<file path="config.mk">
export PLATFORM = sky130hd
export DESIGN_NAME = host_port_master
export DESIGN_NICKNAME = d
export VERILOG_FILES = /design/src/hdl/pin_sync.v /design/src/hdl/host_port_master.v
export VERILOG_INCLUDE_DIRS = /design/src /design/src/hdl
export SDC_FILE = /design/constraint.sdc
export NUM_CORES = 1
export LEC_CHECK = 0
export BUFFER_PORTS_ARGS = -buffer_cell sky130_fd_sc_hd__buf_2
export CAP_MARGIN = 20
export CORE_MARGIN = 1
export CORE_UTILIZATION = 50
export CTS_CLUSTER_SIZE = 12
export DETAILED_ROUTE_END_ITERATION = 6
export PLACE_DENSITY = 0.74
export SETUP_SLACK_MARGIN = 0.02
export SYNTH_ARGS = -nofsm -noshare
export SYNTH_HDL_FRONTEND = slang
export SYNTH_SLANG_ARGS = --single-unit
</file>
<file path="constraint.sdc">
create_clock -name core_clk -period 3.3 [get_ports core_clk]
set_input_delay 0.33 -clock core_clk [delete_from_list [all_inputs] [get_ports core_clk]]
set_output_delay 0.33 -clock core_clk [all_outputs]
set_load 0.05 [all_outputs]
</file>
<file path="src/hdl/host_port_consts.vh">
// Constants for the host-side controller of the parallel register port.
// Assumes a 25 MHz core clock; times are given in ns and converted to cycles, except the ack timeout, which is given in cycles.
`ifndef HOST_PORT_CONSTS_VH
`define HOST_PORT_CONSTS_VH
`define CLK_PERIOD_NS 40
`define BUS_SEPARATE 2'h0
`define BUS_DIRSTROBE 2'h1
`define CS_TO_STROBE_SEP_NS 10
`define CS_TO_STROBE_DIR_NS 65
`define STROBE_WIDTH_NS 90
`define ACK_MAX_NS 90
`define CS_TO_STROBE_SEP_CYC ((`CS_TO_STROBE_SEP_NS + `CLK_PERIOD_NS - 1) / `CLK_PERIOD_NS)
`define CS_TO_STROBE_DIR_CYC ((`CS_TO_STROBE_DIR_NS + `CLK_PERIOD_NS - 1) / `CLK_PERIOD_NS)
`define STROBE_WIDTH_CYC ((`STROBE_WIDTH_NS + `CLK_PERIOD_NS - 1) / `CLK_PERIOD_NS)
`define ACK_TIMEOUT_CYC 8'h10
`define ADDR_CHAN_LAST 8'h7F
`define ADDR_GLOBAL_FIRST 8'h80
`define ADDR_GLOBAL_LAST 8'h8E
`define ADDR_GLOBAL_EXTRA 8'hC0
`define ADDR_TEST_FIRST 8'h8F
`define ADDR_TEST_LAST 8'hFD
`define ADDR_PART_ID 8'hFE
`define ADDR_REV_ID 8'hFF
`define REGION_CHANNEL 3'h0
`define REGION_GLOBAL 3'h1
`define REGION_TEST 3'h2
`define REGION_ID 3'h3
`endif

</file>
<file path="src/hdl/pin_sync.v">
// Two-flop synchroniser for a single asynchronous pin level.
// Assumes the input is a level from outside the core_clk domain.
module pin_sync (
    input wire core_clk,
    input wire rstn,
    input wire reset_level,
    input wire pin_in,
    output wire level_out
);
    reg stage1_reg;
    reg stage2_reg;

    always @(posedge core_clk) begin
        if (!rstn) begin
            stage1_reg <= reset_level;
            stage2_reg <= reset_level;
        end else begin
            stage1_reg <= pin_in;
            stage2_reg <= stage1_reg;
        end
    end

    assign level_out = stage2_reg;
endmodule

</file>
<file path="src/hdl/host_port_master.v">
// Host-side controller driving the device's asynchronous 8-bit register port.
// Assumes a single user request at a time and that the device answers on its acknowledge pin.
//
// Contract
// Bus type code selects strobe personality
// Host drives register address every access
// Chip select low while address presented
// Separate mode: address strobe high then low
// Address strobe may stay high instead
// Read strobe low enables device drivers
// Device acknowledges read with valid data
// Separate mode acknowledge within 90 ns; the code flags a timeout only after 16 cycles (640 ns)
// Release read strobe after ack, sampled data
// Write data on bus before strobe
// Write strobe low makes device receive
// Device stores write then acknowledges
// Direction mode: address strobe falls, latched
// Direction set before data strobe falls
// Device starts transfer on strobe fall
// Direction mode acknowledge within 90 ns; the code flags a timeout only after 16 cycles (640 ns)
// Raise data strobe after acknowledge seen
// Acknowledge is active low completion
// Eight channels, sixteen registers each
// Global registers 0x80-0x8E and global_control_extra
// Remaining 0x8F-0xFD are test registers
// Top two addresses are read-only identity
// Device releases ack and bus after strobe
`include "host_port_consts.vh"

module host_port_master (
    input wire core_clk,
    input wire rstn,
    input wire [1:0] host_bus_type_select,
    input wire addr_strobe_tied_high,
    input wire req_valid,
    input wire req_write,
    input wire [7:0] req_addr,
    input wire [7:0] req_wdata,
    output wire req_ready,
    output reg resp_valid,
    output reg [7:0] resp_rdata,
    output reg resp_error,
    output reg [2:0] resp_region,
    output reg [7:0] port_addr,
    output reg chip_select_n,
    output reg address_capture_strobe,
    output reg read_or_data_strobe_n,
    output reg write_or_direction,
    output reg [7:0] data_out,
    output reg data_oe,
    input wire [7:0] data_in,
    input wire transfer_acknowledge_n
);
    localparam [6:0] ST_IDLE = 7'h01;
    localparam [6:0] ST_SETUP = 7'h02;
    localparam [6:0] ST_LATCH = 7'h04;
    localparam [6:0] ST_STROBE = 7'h08;
    localparam [6:0] ST_WAIT = 7'h10;
    localparam [6:0] ST_RELEASE = 7'h20;
    localparam [6:0] ST_DONE = 7'h40;
    localparam integer SEP_SETUP_N = `CS_TO_STROBE_SEP_CYC;
    localparam integer DIR_SETUP_N = `CS_TO_STROBE_DIR_CYC;
    localparam integer MIN_WIDTH_N = `STROBE_WIDTH_CYC;
    localparam [7:0] SEP_SETUP = SEP_SETUP_N[7:0];
    localparam [7:0] DIR_SETUP = DIR_SETUP_N[7:0];
    localparam [7:0] MIN_WIDTH = MIN_WIDTH_N[7:0];

    reg [6:0] state_reg;
    reg [7:0] count_reg;
    reg write_reg;
    reg [7:0] wdata_reg;
    reg dir_mode_reg;
    wire ack_sync_n;
    wire [7:0] data_sync;
    genvar i;

    // Device-decoded address region, tracked here so software learns what it hit
    function [2:0] region_of;
        input [7:0] a;
        begin
            if (a <= `ADDR_CHAN_LAST)
                region_of = `REGION_CHANNEL;
            else if ((a >= `ADDR_GLOBAL_FIRST && a <= `ADDR_GLOBAL_LAST) || a == `ADDR_GLOBAL_EXTRA)
                region_of = `REGION_GLOBAL;
            else if (a >= `ADDR_TEST_FIRST && a <= `ADDR_TEST_LAST)
                region_of = `REGION_TEST;
            else
                region_of = `REGION_ID;
        end
    endfunction

    // Shared step for every wait counter; the timeout stops it long before it wraps
    function [7:0] bump;
        input [7:0] c;
        begin
            bump = c + 8'h01;
        end
    endfunction

    // Ack resets to its idle high level so reset never looks like a completion
    pin_sync ack_sync (
        .core_clk(core_clk),
        .rstn(rstn),
        .reset_level(1'b1),
        .pin_in(transfer_acknowledge_n),
        .level_out(ack_sync_n)
    );

    // Data is stable once ack is seen, so per-bit sync is safe here
    generate
        for (i = 0; i < 8; i = i + 1) begin : gen_data_sync
            pin_sync data_bit_sync (
                .core_clk(core_clk),
                .rstn(rstn),
                .reset_level(1'b0),
                .pin_in(data_in[i]),
                .level_out(data_sync[i])
            );
        end
    endgenerate

    assign req_ready = (state_reg == ST_IDLE);

    always @(posedge core_clk) begin
        if (!rstn) begin
            state_reg <= ST_IDLE;
            count_reg <= 8'h00;
            write_reg <= 1'b0;
            wdata_reg <= 8'h00;
            dir_mode_reg <= 1'b0;
            resp_valid <= 1'b0;
            resp_rdata <= 8'h00;
            resp_error <= 1'b0;
            resp_region <= 3'h0;
            port_addr <= 8'h00;
            chip_select_n <= 1'b1;
            address_capture_strobe <= 1'b0;
            read_or_data_strobe_n <= 1'b1;
            write_or_direction <= 1'b1;
            data_out <= 8'h00;
            data_oe <= 1'b0;
        end else begin
            resp_valid <= 1'b0;
            case (state_reg)
                ST_IDLE: begin
                    if (req_valid) begin
                        dir_mode_reg <= (host_bus_type_select == `BUS_DIRSTROBE);
                        write_reg <= req_write;
                        wdata_reg <= req_wdata;
                        resp_region <= region_of(req_addr);
                        port_addr <= req_addr;
                        chip_select_n <= 1'b0;
                        // Address strobe raised first; held high if the host has none
                        address_capture_strobe <= 1'b1;
                        count_reg <= 8'h00;
                        state_reg <= ST_SETUP;
                    end
                end
                ST_SETUP: begin
                    if (!addr_strobe_tied_high)
                        address_capture_strobe <= 1'b0;
                    if (write_reg) begin
                        data_out <= wdata_reg;
                        data_oe <= 1'b1;
                    end
                    // Direction line doubles as write strobe in separate mode
                    write_or_direction <= dir_mode_reg ? ~write_reg : 1'b1;
                    count_reg <= bump(count_reg);
                    state_reg <= ST_LATCH;
                end
                ST_LATCH: begin
                    // Wait out chip-select-to-strobe setup for the chosen personality
                    if (count_reg >= (dir_mode_reg ? DIR_SETUP : SEP_SETUP)) begin
                        if (dir_mode_reg || !write_reg)
                            read_or_data_strobe_n <= 1'b0;
                        else
                            write_or_direction <= 1'b0;
                        count_reg <= 8'h00;
                        state_reg <= ST_STROBE;
                    end else begin
                        count_reg <= bump(count_reg);
                    end
                end
                ST_STROBE: begin
                    count_reg <= bump(count_reg);
                    state_reg <= ST_WAIT;
                end
                ST_WAIT: begin
                    // Hold strobe for minimum width and until ack; timeout flags a dead device
                    count_reg <= bump(count_reg);
                    if (!ack_sync_n && count_reg >= MIN_WIDTH) begin
                        resp_rdata <= write_reg ? 8'h00 : data_sync;
                        resp_error <= 1'b0;
                        read_or_data_strobe_n <= 1'b1;
                        write_or_direction <= 1'b1;
                        state_reg <= ST_RELEASE;
                    end else if (count_reg >= `ACK_TIMEOUT_CYC) begin
                        resp_rdata <= 8'h00;
                        resp_error <= 1'b1;
                        read_or_data_strobe_n <= 1'b1;
                        write_or_direction <= 1'b1;
                        state_reg <= ST_RELEASE;
                    end
                end
                ST_RELEASE: begin
                    // Select drops a cycle after the strobe so the device never sees a cut cycle
                    chip_select_n <= 1'b1;
                    data_oe <= 1'b0;
                    address_capture_strobe <= 1'b0;
                    state_reg <= ST_DONE;
                end
                ST_DONE: begin
                    // Wait for the device to drop its ack before a new cycle
                    if (ack_sync_n) begin
                        resp_valid <= 1'b1;
                        state_reg <= ST_IDLE;
                    end
                end
                default: begin
                    state_reg <= ST_IDLE;
                end
            endcase
        end
    end
endmodule

</file>
### After elaboration in Yosys (flattened, before gate mapping)

Cells that the tools add are included.

* logic and storage cells: 121
* register bits after elaboration: 77
* output and inout bits: 35

* multiplexer cells: 34
* $lt $le $gt $ge: 8
* equal/unequal tests: 17
* reduce and logical (&&, ||, !) cells: 26
* add/sub/neg operators: 1
* bitwise operators: 1

Operator list (count)
* case mux 7 bit (7 select lines): 1
* 2-to-1 mux 8 bit: 5
* 2-to-1 mux 7 bit: 5
* case mux 8 bit (3 select lines): 1
* greater-or-equal comparator 8 bit, second input constant: 2
* less-or-equal comparator 8 bit, second input constant: 2
* 2-to-1 mux 1 bit: 14
* AND reduction 2 bit: 7
* != test 2 bit, second input constant: 6
* AND reduction 4 bit: 3
* nonzero test 3 bit: 3
* adder 8 x 1 -> 8 bit, second input constant: 1
* == test 8 bit, second input constant: 1
* greater-or-equal comparator 8 x 2 -> 1 bit: 1
* greater-or-equal comparator 8 x 2 -> 1 bit, second input constant: 1
* greater-or-equal comparator 8 x 5 -> 1 bit, second input constant: 1
* less-or-equal comparator 8 x 7 -> 1 bit, second input constant: 1
* nonzero test 2 bit: 4
* == test 7 x 1 -> 1 bit, second input constant: 1
* == test 7 x 2 -> 1 bit, second input constant: 1
* == test 7 x 3 -> 1 bit, second input constant: 1
* == test 7 x 4 -> 1 bit, second input constant: 1
* == test 7 x 5 -> 1 bit, second input constant: 1
* == test 7 x 6 -> 1 bit, second input constant: 1
* other kinds (13): 22

### Longest topological paths before layout

Gate-level depths: netlist (run 1).

* depth in word-level cells: 5
* gate-level depth with buffers: 8
* mapped depth without buffers: 7

### Hierarchy

Synthesis (run 1) repeated with hierarchy kept, for this count alone.

* cells, all modules: 327
* area total of the unflattened synthesis: 3121.7 µm²

Modules (own cells, without submodules)
* host_port_master: cells each 291, area each 2558.7 µm², instances 1
* pin_sync: cells each 4, area each 62.6 µm², instances 9

### Worst setup path before layout (run 1)

No wires, ideal clock.

* path type: register -> register
* from: register state_reg[3]
* to: register chip_select_n
* path buffers: 2
* required time: 3.186 ns
* arrival: 1.954 ns
* stages on the path, launching flop included: 8
* slack: 1.232 ns
* clock period less this slack: 2.068 ns
* library setup time: 0.114 ns
* cell sequence: dfxtp_1 > buf_6 > or4_1 > or3_4 > inv_2 > nand2_1 > buf_2 > a21o_1

* longest elaborated chain between the ends: 3
* elaborated cells on any way between the ends: 6
* those cells by class: 3 x eq/ne; 1 x mux; 2 x reduce/logical

Ends and longest elaborated chain
* from (decl): line host_port_master.v:68 `reg [6:0] state_reg;`
* from (signal assigned): line host_port_master.v:126 `state_reg <= ST_IDLE;`
* from (signal assigned): line host_port_master.v:156 `state_reg <= ST_SETUP;`
* from (signal assigned): line host_port_master.v:169 `state_reg <= ST_LATCH;`
* == test 7 x 1 -> 1 bit *
* named net req_ready: line host_port_master.v:39 `output wire req_ready,`
* != test 2 bit (no line) or nonzero test 2 bit (tied branches)
* AND reduction 2 bit (no line)
* to (signal assigned): line host_port_master.v:136 `chip_select_n <= 1'b1;`
* to (signal assigned): line host_port_master.v:152 `chip_select_n <= 1'b0;`
* to (signal assigned): line host_port_master.v:207 `chip_select_n <= 1'b1;`
* to (decl): line host_port_master.v:45 `output reg chip_select_n,`

The timed path passes the listed nets; every way through them passes the cells marked *.
A chain may end at the register's enable or synchronous reset.

### Worst setup path after layout (run 1)

* from: register state_reg[2]
* to: output port req_ready

* longest elaborated chain between the ends: 1

Ends and longest elaborated chain
* == test 7 x 1 -> 1 bit: line host_port_master.v:122 `assign req_ready = (state_reg == ST_IDLE);`
* to (decl): line host_port_master.v:39

Every way passes these cells.

==> impl_results.md, run 1 <==
* Status: completed
* Tot GR Track Use at 0.204
* Multi-input logic area at 1380 um2
* DRC at 0
* Synthesized area per cell at 9.19 um2
* Layout area overhead at 18.5%
* CP max-delay cell: or4_1
* NumNets Final at 426
* TNS Setup at 0 ns
* XOR/XNOR Fraction of Synth Area at 0.0258
* Simple-gate share of the synthesized area at 0.220
* Complex-gate fraction of the synthesized area at 0.158
* Final number of setup-violating endpoints at 0
* Leading area contributor after synthesis: dfxtp_1
* Starting Density at 0.518
* GRT overflow at 0
* Buffers added on ports at 65
* Most frequent cell after synthesis: dfxtp_1
* EDFF count, synth at 0
* Post-synthesis adder-cell area fraction at 0.0164
* Via-to-Cell Ratio at 5.20
* Least-Margin Pin Slew at 1.06 ns
* Max-cap violations at 0
* Routed WL per cell at 12.9 um
* CTS clk-pin slew, worst paths at 0.08 ns
* Max incr delay on CP at 0.59 ns
* Critical Path AT at 2.13 ns
* Cell Chain, Critical Path: or4_1, or3_4, inv_2, buf_2
* Largest net degree at the start of global routing at 31
* Clock Skews at 0.00815 ns
* Crit path kind: flop to output pin
* Clk_lat worst skew at 0.34 ns
* Post-Place Cells at 454
* Pleak at 1.56 nW
* Worst endpoint required time at 2.97 ns
* Initial DRT Pass Iterations at 4
* Number of routed nets with antenna violations at 0
* Warnings, synthesis at 0
* Die Ht at 80.1 um
* # diodes at 0
* Cts hold-fix bufs at 0
* Core Box Area at 5890 um2
* Slew Limit Fails at 0
* Sequential area share after synthesis at 0.499
* Mapped Nets at 368
* Total CTS buffers at 9
* Ys async rst share at 0
* IO Pins at 67
* Top cells by count, synth: 76 x dfxtp_1, 46 x nand2_1, 29 x nor2_1
* Worst min path class: input pin to flop
* Final min period at 2.46 ns
* H-tree levels at 3
* Mapped cell area at 3050 um2
* Placer Congestion at 0.881
* Non-Filler Instances at 470
* Fmax at 407 MHz
* Crit. End Element: output pin
* Vias in the first global route at 2271
* 1st-iter DRT viols at 133
* Die width at 80.1 um
* Largest family of logic cells by synthesized area: simple AND/OR/NAND/NOR gates
* Routed wire length at 6080 um
* Full die area at 6420 um2
* Register area at 1520 um2
* FP Rows at 28
* Startpoint type of the worst setup path: flop
* Top cells by area, synth: dfxtp_1 50%, nand2_1 5.7%, a21oi_1 3.9%, nor2_1 3.6%, and2_1 3.3%
* Worst-path fanout max at 14
* Pre-CTS setup slack at 0.878 ns
* Setup Fix Bufs, Post-CTS at 0
* First-pass GRT wire length at 10000 um
* #FFs+latches synth at 76
* Mux cell area share after synthesis at 0.0295
* Netlist cell types at 54
* PD cells at 635 nW/um2
* Post-route clock period utilization at 0.744
* Mapped Cells at 332
* Final Hold Viols at 0
* Post-DP HPWL at 4160 um
* Primary FF master, synth: dfxtp_1
* TritonCTS clock tree: yes
* Relative slew margins at 0.293
* Fraction of layout cells with a size suffix above 1 at 0.233
* CTS root buf: clkbuf_8
* Deepest clock path buffer count at 2
* Fillers at 525
* Clock Sink Count at 76
* Final worst setup slack at 0.844 ns
* Maximum vdd drop at 0.386 mV
* DR vias at 2446
* Cts repair resizes at 0
* Yosys top cell area share at 0.499
* RSZ-0062 raised after global routing: false
* Initial antenna violation count at 0
==> cell usage in the layout, fill, tap and decap left out, types with 2 or more instances in the layout <==
cell / n
a2111oi_0: 3
a211oi_1: 4
a21boi_0: 3
a21o_1: 2
a21oi_1: 24
a22o_1: 8
a31oi_1: 2
and2_1: 16
and3_1: 3
buf_2: 65
bufinv_16: 3
clkbuf_8: 10
dfxtp_1: 76
ha_1: 4
inv_1: 10
mux2i_1: 9
nand2_1: 46
nand2b_1: 7
nand3_1: 12
nand4_1: 4
nor2_1: 29
nor3_1: 5
o211ai_1: 2
o21ai_0: 8
or2_2: 2
xnor2_1: 8
==> cells by family after synthesis <==
kind of cell / count (synthesis)
AOI/OAI and AO/OA: 69
xor gates and xnor gates: 9
adders and majority gates: 4
buffers and inverters: 30
DFF: 76
muxes: 9
other: 1
and+or+nand+nor: 134
==> layer usage <==
metal / up-vias / GRT usage / share of wire
li1: 1251 / - / -
met1: 1141 / 0.251 / 0.47
met2: 47 / 0.332 / 0.48
met3: 7 / 0.0670 / 0.045
met4: 0 / 0.0714 / 0.010
met5: - / 0 / 0
==> metrics by stage <==
| step | total power (W) | util | instance area [um2] | hold WS (ns) |
|---|---|---|---|---|
| after floorplan | 0.00137 | - | 3050 | 0.386 |
| after global placement | 0.00144 | 0.572 | 3360 | 0.391 |
| after detailed placement | 0.00145 | 0.572 | 3360 | 0.396 |
| after CTS | 0.00232 | 0.614 | 3610 | 0.174 |
| after global routing | 0.00240 | 0.614 | 3610 | 0.176 |
| final | 0.00229 | 0.614 | 3610 | 0.189 |
==> worst max-delay path, delay by kind of cell, from the launching register on <==
kind / cells / cell delay (ns)
buf+inv: 2 / 0.34
flops: 1 / 0.44
simple gates: 2 / 1.01
==> final cells by class <==
| cell class | instances | share of cell area |
|---|---|---|
| clock buffer | 11 | 0.0391 |
| clock inverter | 5 | 0.0298 |
| inverter | 11 | 0.0114 |
| multi-input combinational | 226 | 0.381 |
| sequential | 76 | 0.421 |
| tap | 75 | 0.0260 |
| timing repair buffer | 66 | 0.0921 |
==> power by group <==
| group | switching (W) | internal (W) | total, W | leakage [nW] |
|---|---|---|---|---|
| Sequential | 0.0000492 | 0.000974 | 0.00102 | 0.620 |
| Combinational | 0.000270 | 0.000135 | 0.000406 | 0.821 |
| Clock | 0.000338 | 0.000527 | 0.000866 | 0.124 |
==> final timing paths <==
| check | from | to | slack [ns] | cells past startpoint |
|---|---|---|---|---|
| max | state_reg[2] | req_ready | 0.84 | 4 |
| min | transfer_acknowledge_n | ack_sync.stage1_reg | 0.19 | 2 |
| max reg2reg | state_reg[2] | resp_region[1] | 0.87 | 5 |
| min reg2reg | ack_sync.stage1_reg | ack_sync.level_out | 0.41 | 1 |
No activity file was read; power rests on OpenSTA's default activity.
==> inputs of run 2 (changes only) <==
--- a/config.mk
+++ b/config.mk
@@ -9,10 +9,10 @@
 export BUFFER_PORTS_ARGS = -buffer_cell sky130_fd_sc_hd__buf_2
 export CAP_MARGIN = 20
 export CORE_MARGIN = 1
-export CORE_UTILIZATION = 50
+export CORE_UTILIZATION = 48
 export CTS_CLUSTER_SIZE = 12
 export DETAILED_ROUTE_END_ITERATION = 6
-export PLACE_DENSITY = 0.74
+export PLACE_DENSITY = 0.75
 export SETUP_SLACK_MARGIN = 0.02
 export SYNTH_ARGS = -nofsm -noshare
 export SYNTH_HDL_FRONTEND = slang
==> constraint.sdc (replaced) <==
create_clock -name core_clk -period 2 [get_ports core_clk]
set_input_delay 0.2 -clock core_clk [delete_from_list [all_inputs] [get_ports core_clk]]
set_output_delay 0.2 -clock core_clk [all_outputs]
set_load 0.05 [all_outputs]
==> run 2 against run 1 <==
The flow now finishes with violations (negative setup slack). Clock skew rose by 0.0038 ns. Die area up 4.1%. Sequential share of layout area fell by 2.7 points. Highest routed layer unchanged. Sequential power grew 65%. Combinational power up 130%.
==> impl_results.md, run 2 (synthesis gave the netlist of run 1 again) <==
* TritonCTS clock tree: yes
* Post-route clock period utilization at 1.01
* Number of routed nets with antenna violations at 0 (unchanged)
* H-tree levels at 3 (unchanged)
* CP max-delay cell: or4_4
* Hold-critical path depth at 2 (unchanged)
* RSZ-0062 raised after global routing: true
* Failing checks: negative setup slack
* Tot GR Track Use at 0.220 (+0.0160)
* Cts hold-fix bufs at 0 (unchanged)
* Hold path startpoint: transfer_acknowledge_n
* Routed WL per cell at 14.6 um (+13%)
* Critical Path AT at 2.30 ns (+0.17 ns)
* Pleak at 1.69 nW (+7.8%)
* Final min period at 2.02 ns
* Buffers added on ports at 65 (unchanged)
* Status: finished, violations left
* # diodes at 0 (unchanged)
* Placer Congestion at 0.899 (+2.1%)
* Via-to-Cell Ratio at 5.36 (+3.0%)
* Clock Skews at 0.0120 ns (+0.00381 ns)
* DRC at 0 (unchanged)
* IO Pins at 67 (unchanged)
* Worst reg2reg endpoint: resp_region[0]
* CTS clk-pin slew, worst paths at 0.08 ns (about the same)
* Most frequent cells in the layout: 73 x dfxtp_1, 64 x buf_2, 42 x nand2_1
* Worst min path class: input pin to flop
* CTS root buf: clkbuf_8
* Most common cell after layout, fill and taps aside: dfxtp_1
* Final number of setup-violating endpoints at 5 (+5)
* FP Rows at 28 (unchanged)
* Clock Sink Count at 76 (unchanged)
* Layout area overhead at 27.0%
* RR Startpoint: state_reg[3]
* Slew Limit Fails at 0 (unchanged)
* Startpoint type of the worst setup path: flop
* Initial antenna violation count at 0 (unchanged)
* Clock share of power at 0.315 (-0.062)
* Clk_lat worst skew at 0.35 ns (about the same)
* DR vias at 2649 (+8.3%)
* Pwr Total at 0.00382 W (+66%)
* Fraction of layout cells with a size suffix above 1 at 0.313 (+0.0797)
* Die Ht at 81.7 um (+2.0%)
* Initial DRT Pass Iterations at 5 (+1)
* Full die area at 6680 um2 (+4.1%)
* Worst R2R Path Depth at 7 (+2)
* Power share of the sequential group at 0.439 (-0.007)
* GRT overflow at 0 (unchanged)
* Crit path kind: flop to flop
* Post-DP HPWL at 4740 um (+14%)
* Max incr delay on CP at 0.55 ns (-0.04 ns)
* Starting Density at 0.506 (-0.0121)
* Endpoint, Worst Hold: ack_sync.stage1_reg
* First-pass GRT wire length at 10900 um (+8.8%)
* Cell Chain, Critical Path: or4_4, or3_4, buf_6, nor2_4, buf_12, nand3_1, a21oi_1
* Hold slack at 0.0289 ns (-0.160 ns)
* Post-layout util at 0.643 (+0.0289)
* PD cells at 986 nW/um2 (+55%)
* Maximum vdd drop at 0.696 mV (+80%)
* Largest net degree at the start of global routing at 29 (-6.5%)
* Routed wire length at 7200 um (+18%)
* NetSw at 0.00123 W (+88%)
* Vias in the first global route at 2355 (+3.7%)
* Worst-path fanout max at 10 (-4)
* Max-cap violations at 0 (unchanged)
* Total CTS buffers at 9 (unchanged)
* Comb pwr share at 0.246 (+0.069)
* 1st-iter DRT viols at 201 (+51%)
* NumNets Final at 450 (+5.6%)
* Internal power at 0.00258 W (+58%)
* Fillers at 478 (-9.0%)
* Crit. End Element: flop
* Fmax at 496 MHz
* Reg2Reg Setup Slack at -0.02 ns (-0.89 ns)
* Switching share of power at 0.323 (+0.0367)
* Core Box Area at 6030 um2 (+2.4%)
* Die width at 81.7 um (+2.0%)
* Deepest clock path buffer count at 2 (unchanged)
* Final Hold Viols at 0 (unchanged)
* Worst endpoint required time at 2.28 ns (-0.69 ns)
* Final worst setup slack at -0.0176 ns (-0.861 ns)
-- run 2: cell count changes in the layout (fill, tap and decap cells not counted), sizes merged --
cell and change:
buf +23, bufinv -2, clkbuf -1, clkinv +1, clkinvlp +1, inv +2
-- run 2: layout make-up --
type / instances / area [um2] / area share
Clock buffer: 9 / 124 / 0.0320
Sequential cell: 76 / 1530 / 0.394
Inverter: 11 / 46.3 / 0.0120
Multi-Input combinational cell: 226 / 1440 / 0.372
Timing Repair Buffer: 90 / 564 / 0.146
Clock inverter: 7 / 80.1 / 0.0207
Tap cell: 75 / 93.8 / 0.0242
-- run 2: how the worst max path moves through the flow --
stage	start	to	cells past startpoint
global placement	count_reg[7]	address_capture_strobe	5
global route	state_reg[3]	resp_region[1]	7
floorplan	state_reg[3]	chip_select_n	7
detailed placement	count_reg[7]	address_capture_strobe	5
finish	state_reg[3]	resp_region[0]	7
CTS	state_reg[3]	req_ready	4
-- run 2: worst max-delay path, delay by kind of cell (launching register included) --
| kind | cells | cell delay (ns) |
|---|---|---|
| compound gates | 1 | 0.15 |
| buf+inv | 2 | 0.29 |
| flops | 1 | 0.33 |
| simple gates | 4 | 1.17 |
-- run 2: power by group through the flow --
stage	combinational, W	sequential [W]	clock, W
finish	0.000939	0.00168	0.00120
global route	0.00100	0.00169	0.00129
CTS	0.000839	0.00167	0.00122
detailed placement	0.000786	0.00171	0
global placement	0.000770	0.00171	0
floorplan	0.000464	0.00181	0
-- run 2: per-layer routing --
metal	vias to the layer above	wire, um	global-route usage
li1	1308	-	-
met1	1217	3100	0.260
met2	98	3450	0.360
met3	26	457	0.0678
met4	0	187	0.107
met5	-	0	0
-- run 2: what timing repair did --
item	CTS	global route
pin swaps	3	3
gates resized for setup	7	24
buffers inserted	2	0
setup endpoints to repair	6	37
gates cloned	0	2
-- run 2: stage by stage --
stage / setup WS [ns] / area [um2] / std cells / TNS (ns)
after floorplan: 0.0359 / 3060 / 332 / 0
after global placement: 0.0530 / 3530 / 474 / 0
after detailed placement: -0.0364 / 3530 / 474 / -0.0364
after CTS: 0.0162 / 3770 / 492 / 0
after global routing: -0.0674 / 3870 / 494 / -0.464
final: -0.0176 / 3870 / 494 / -0.0578
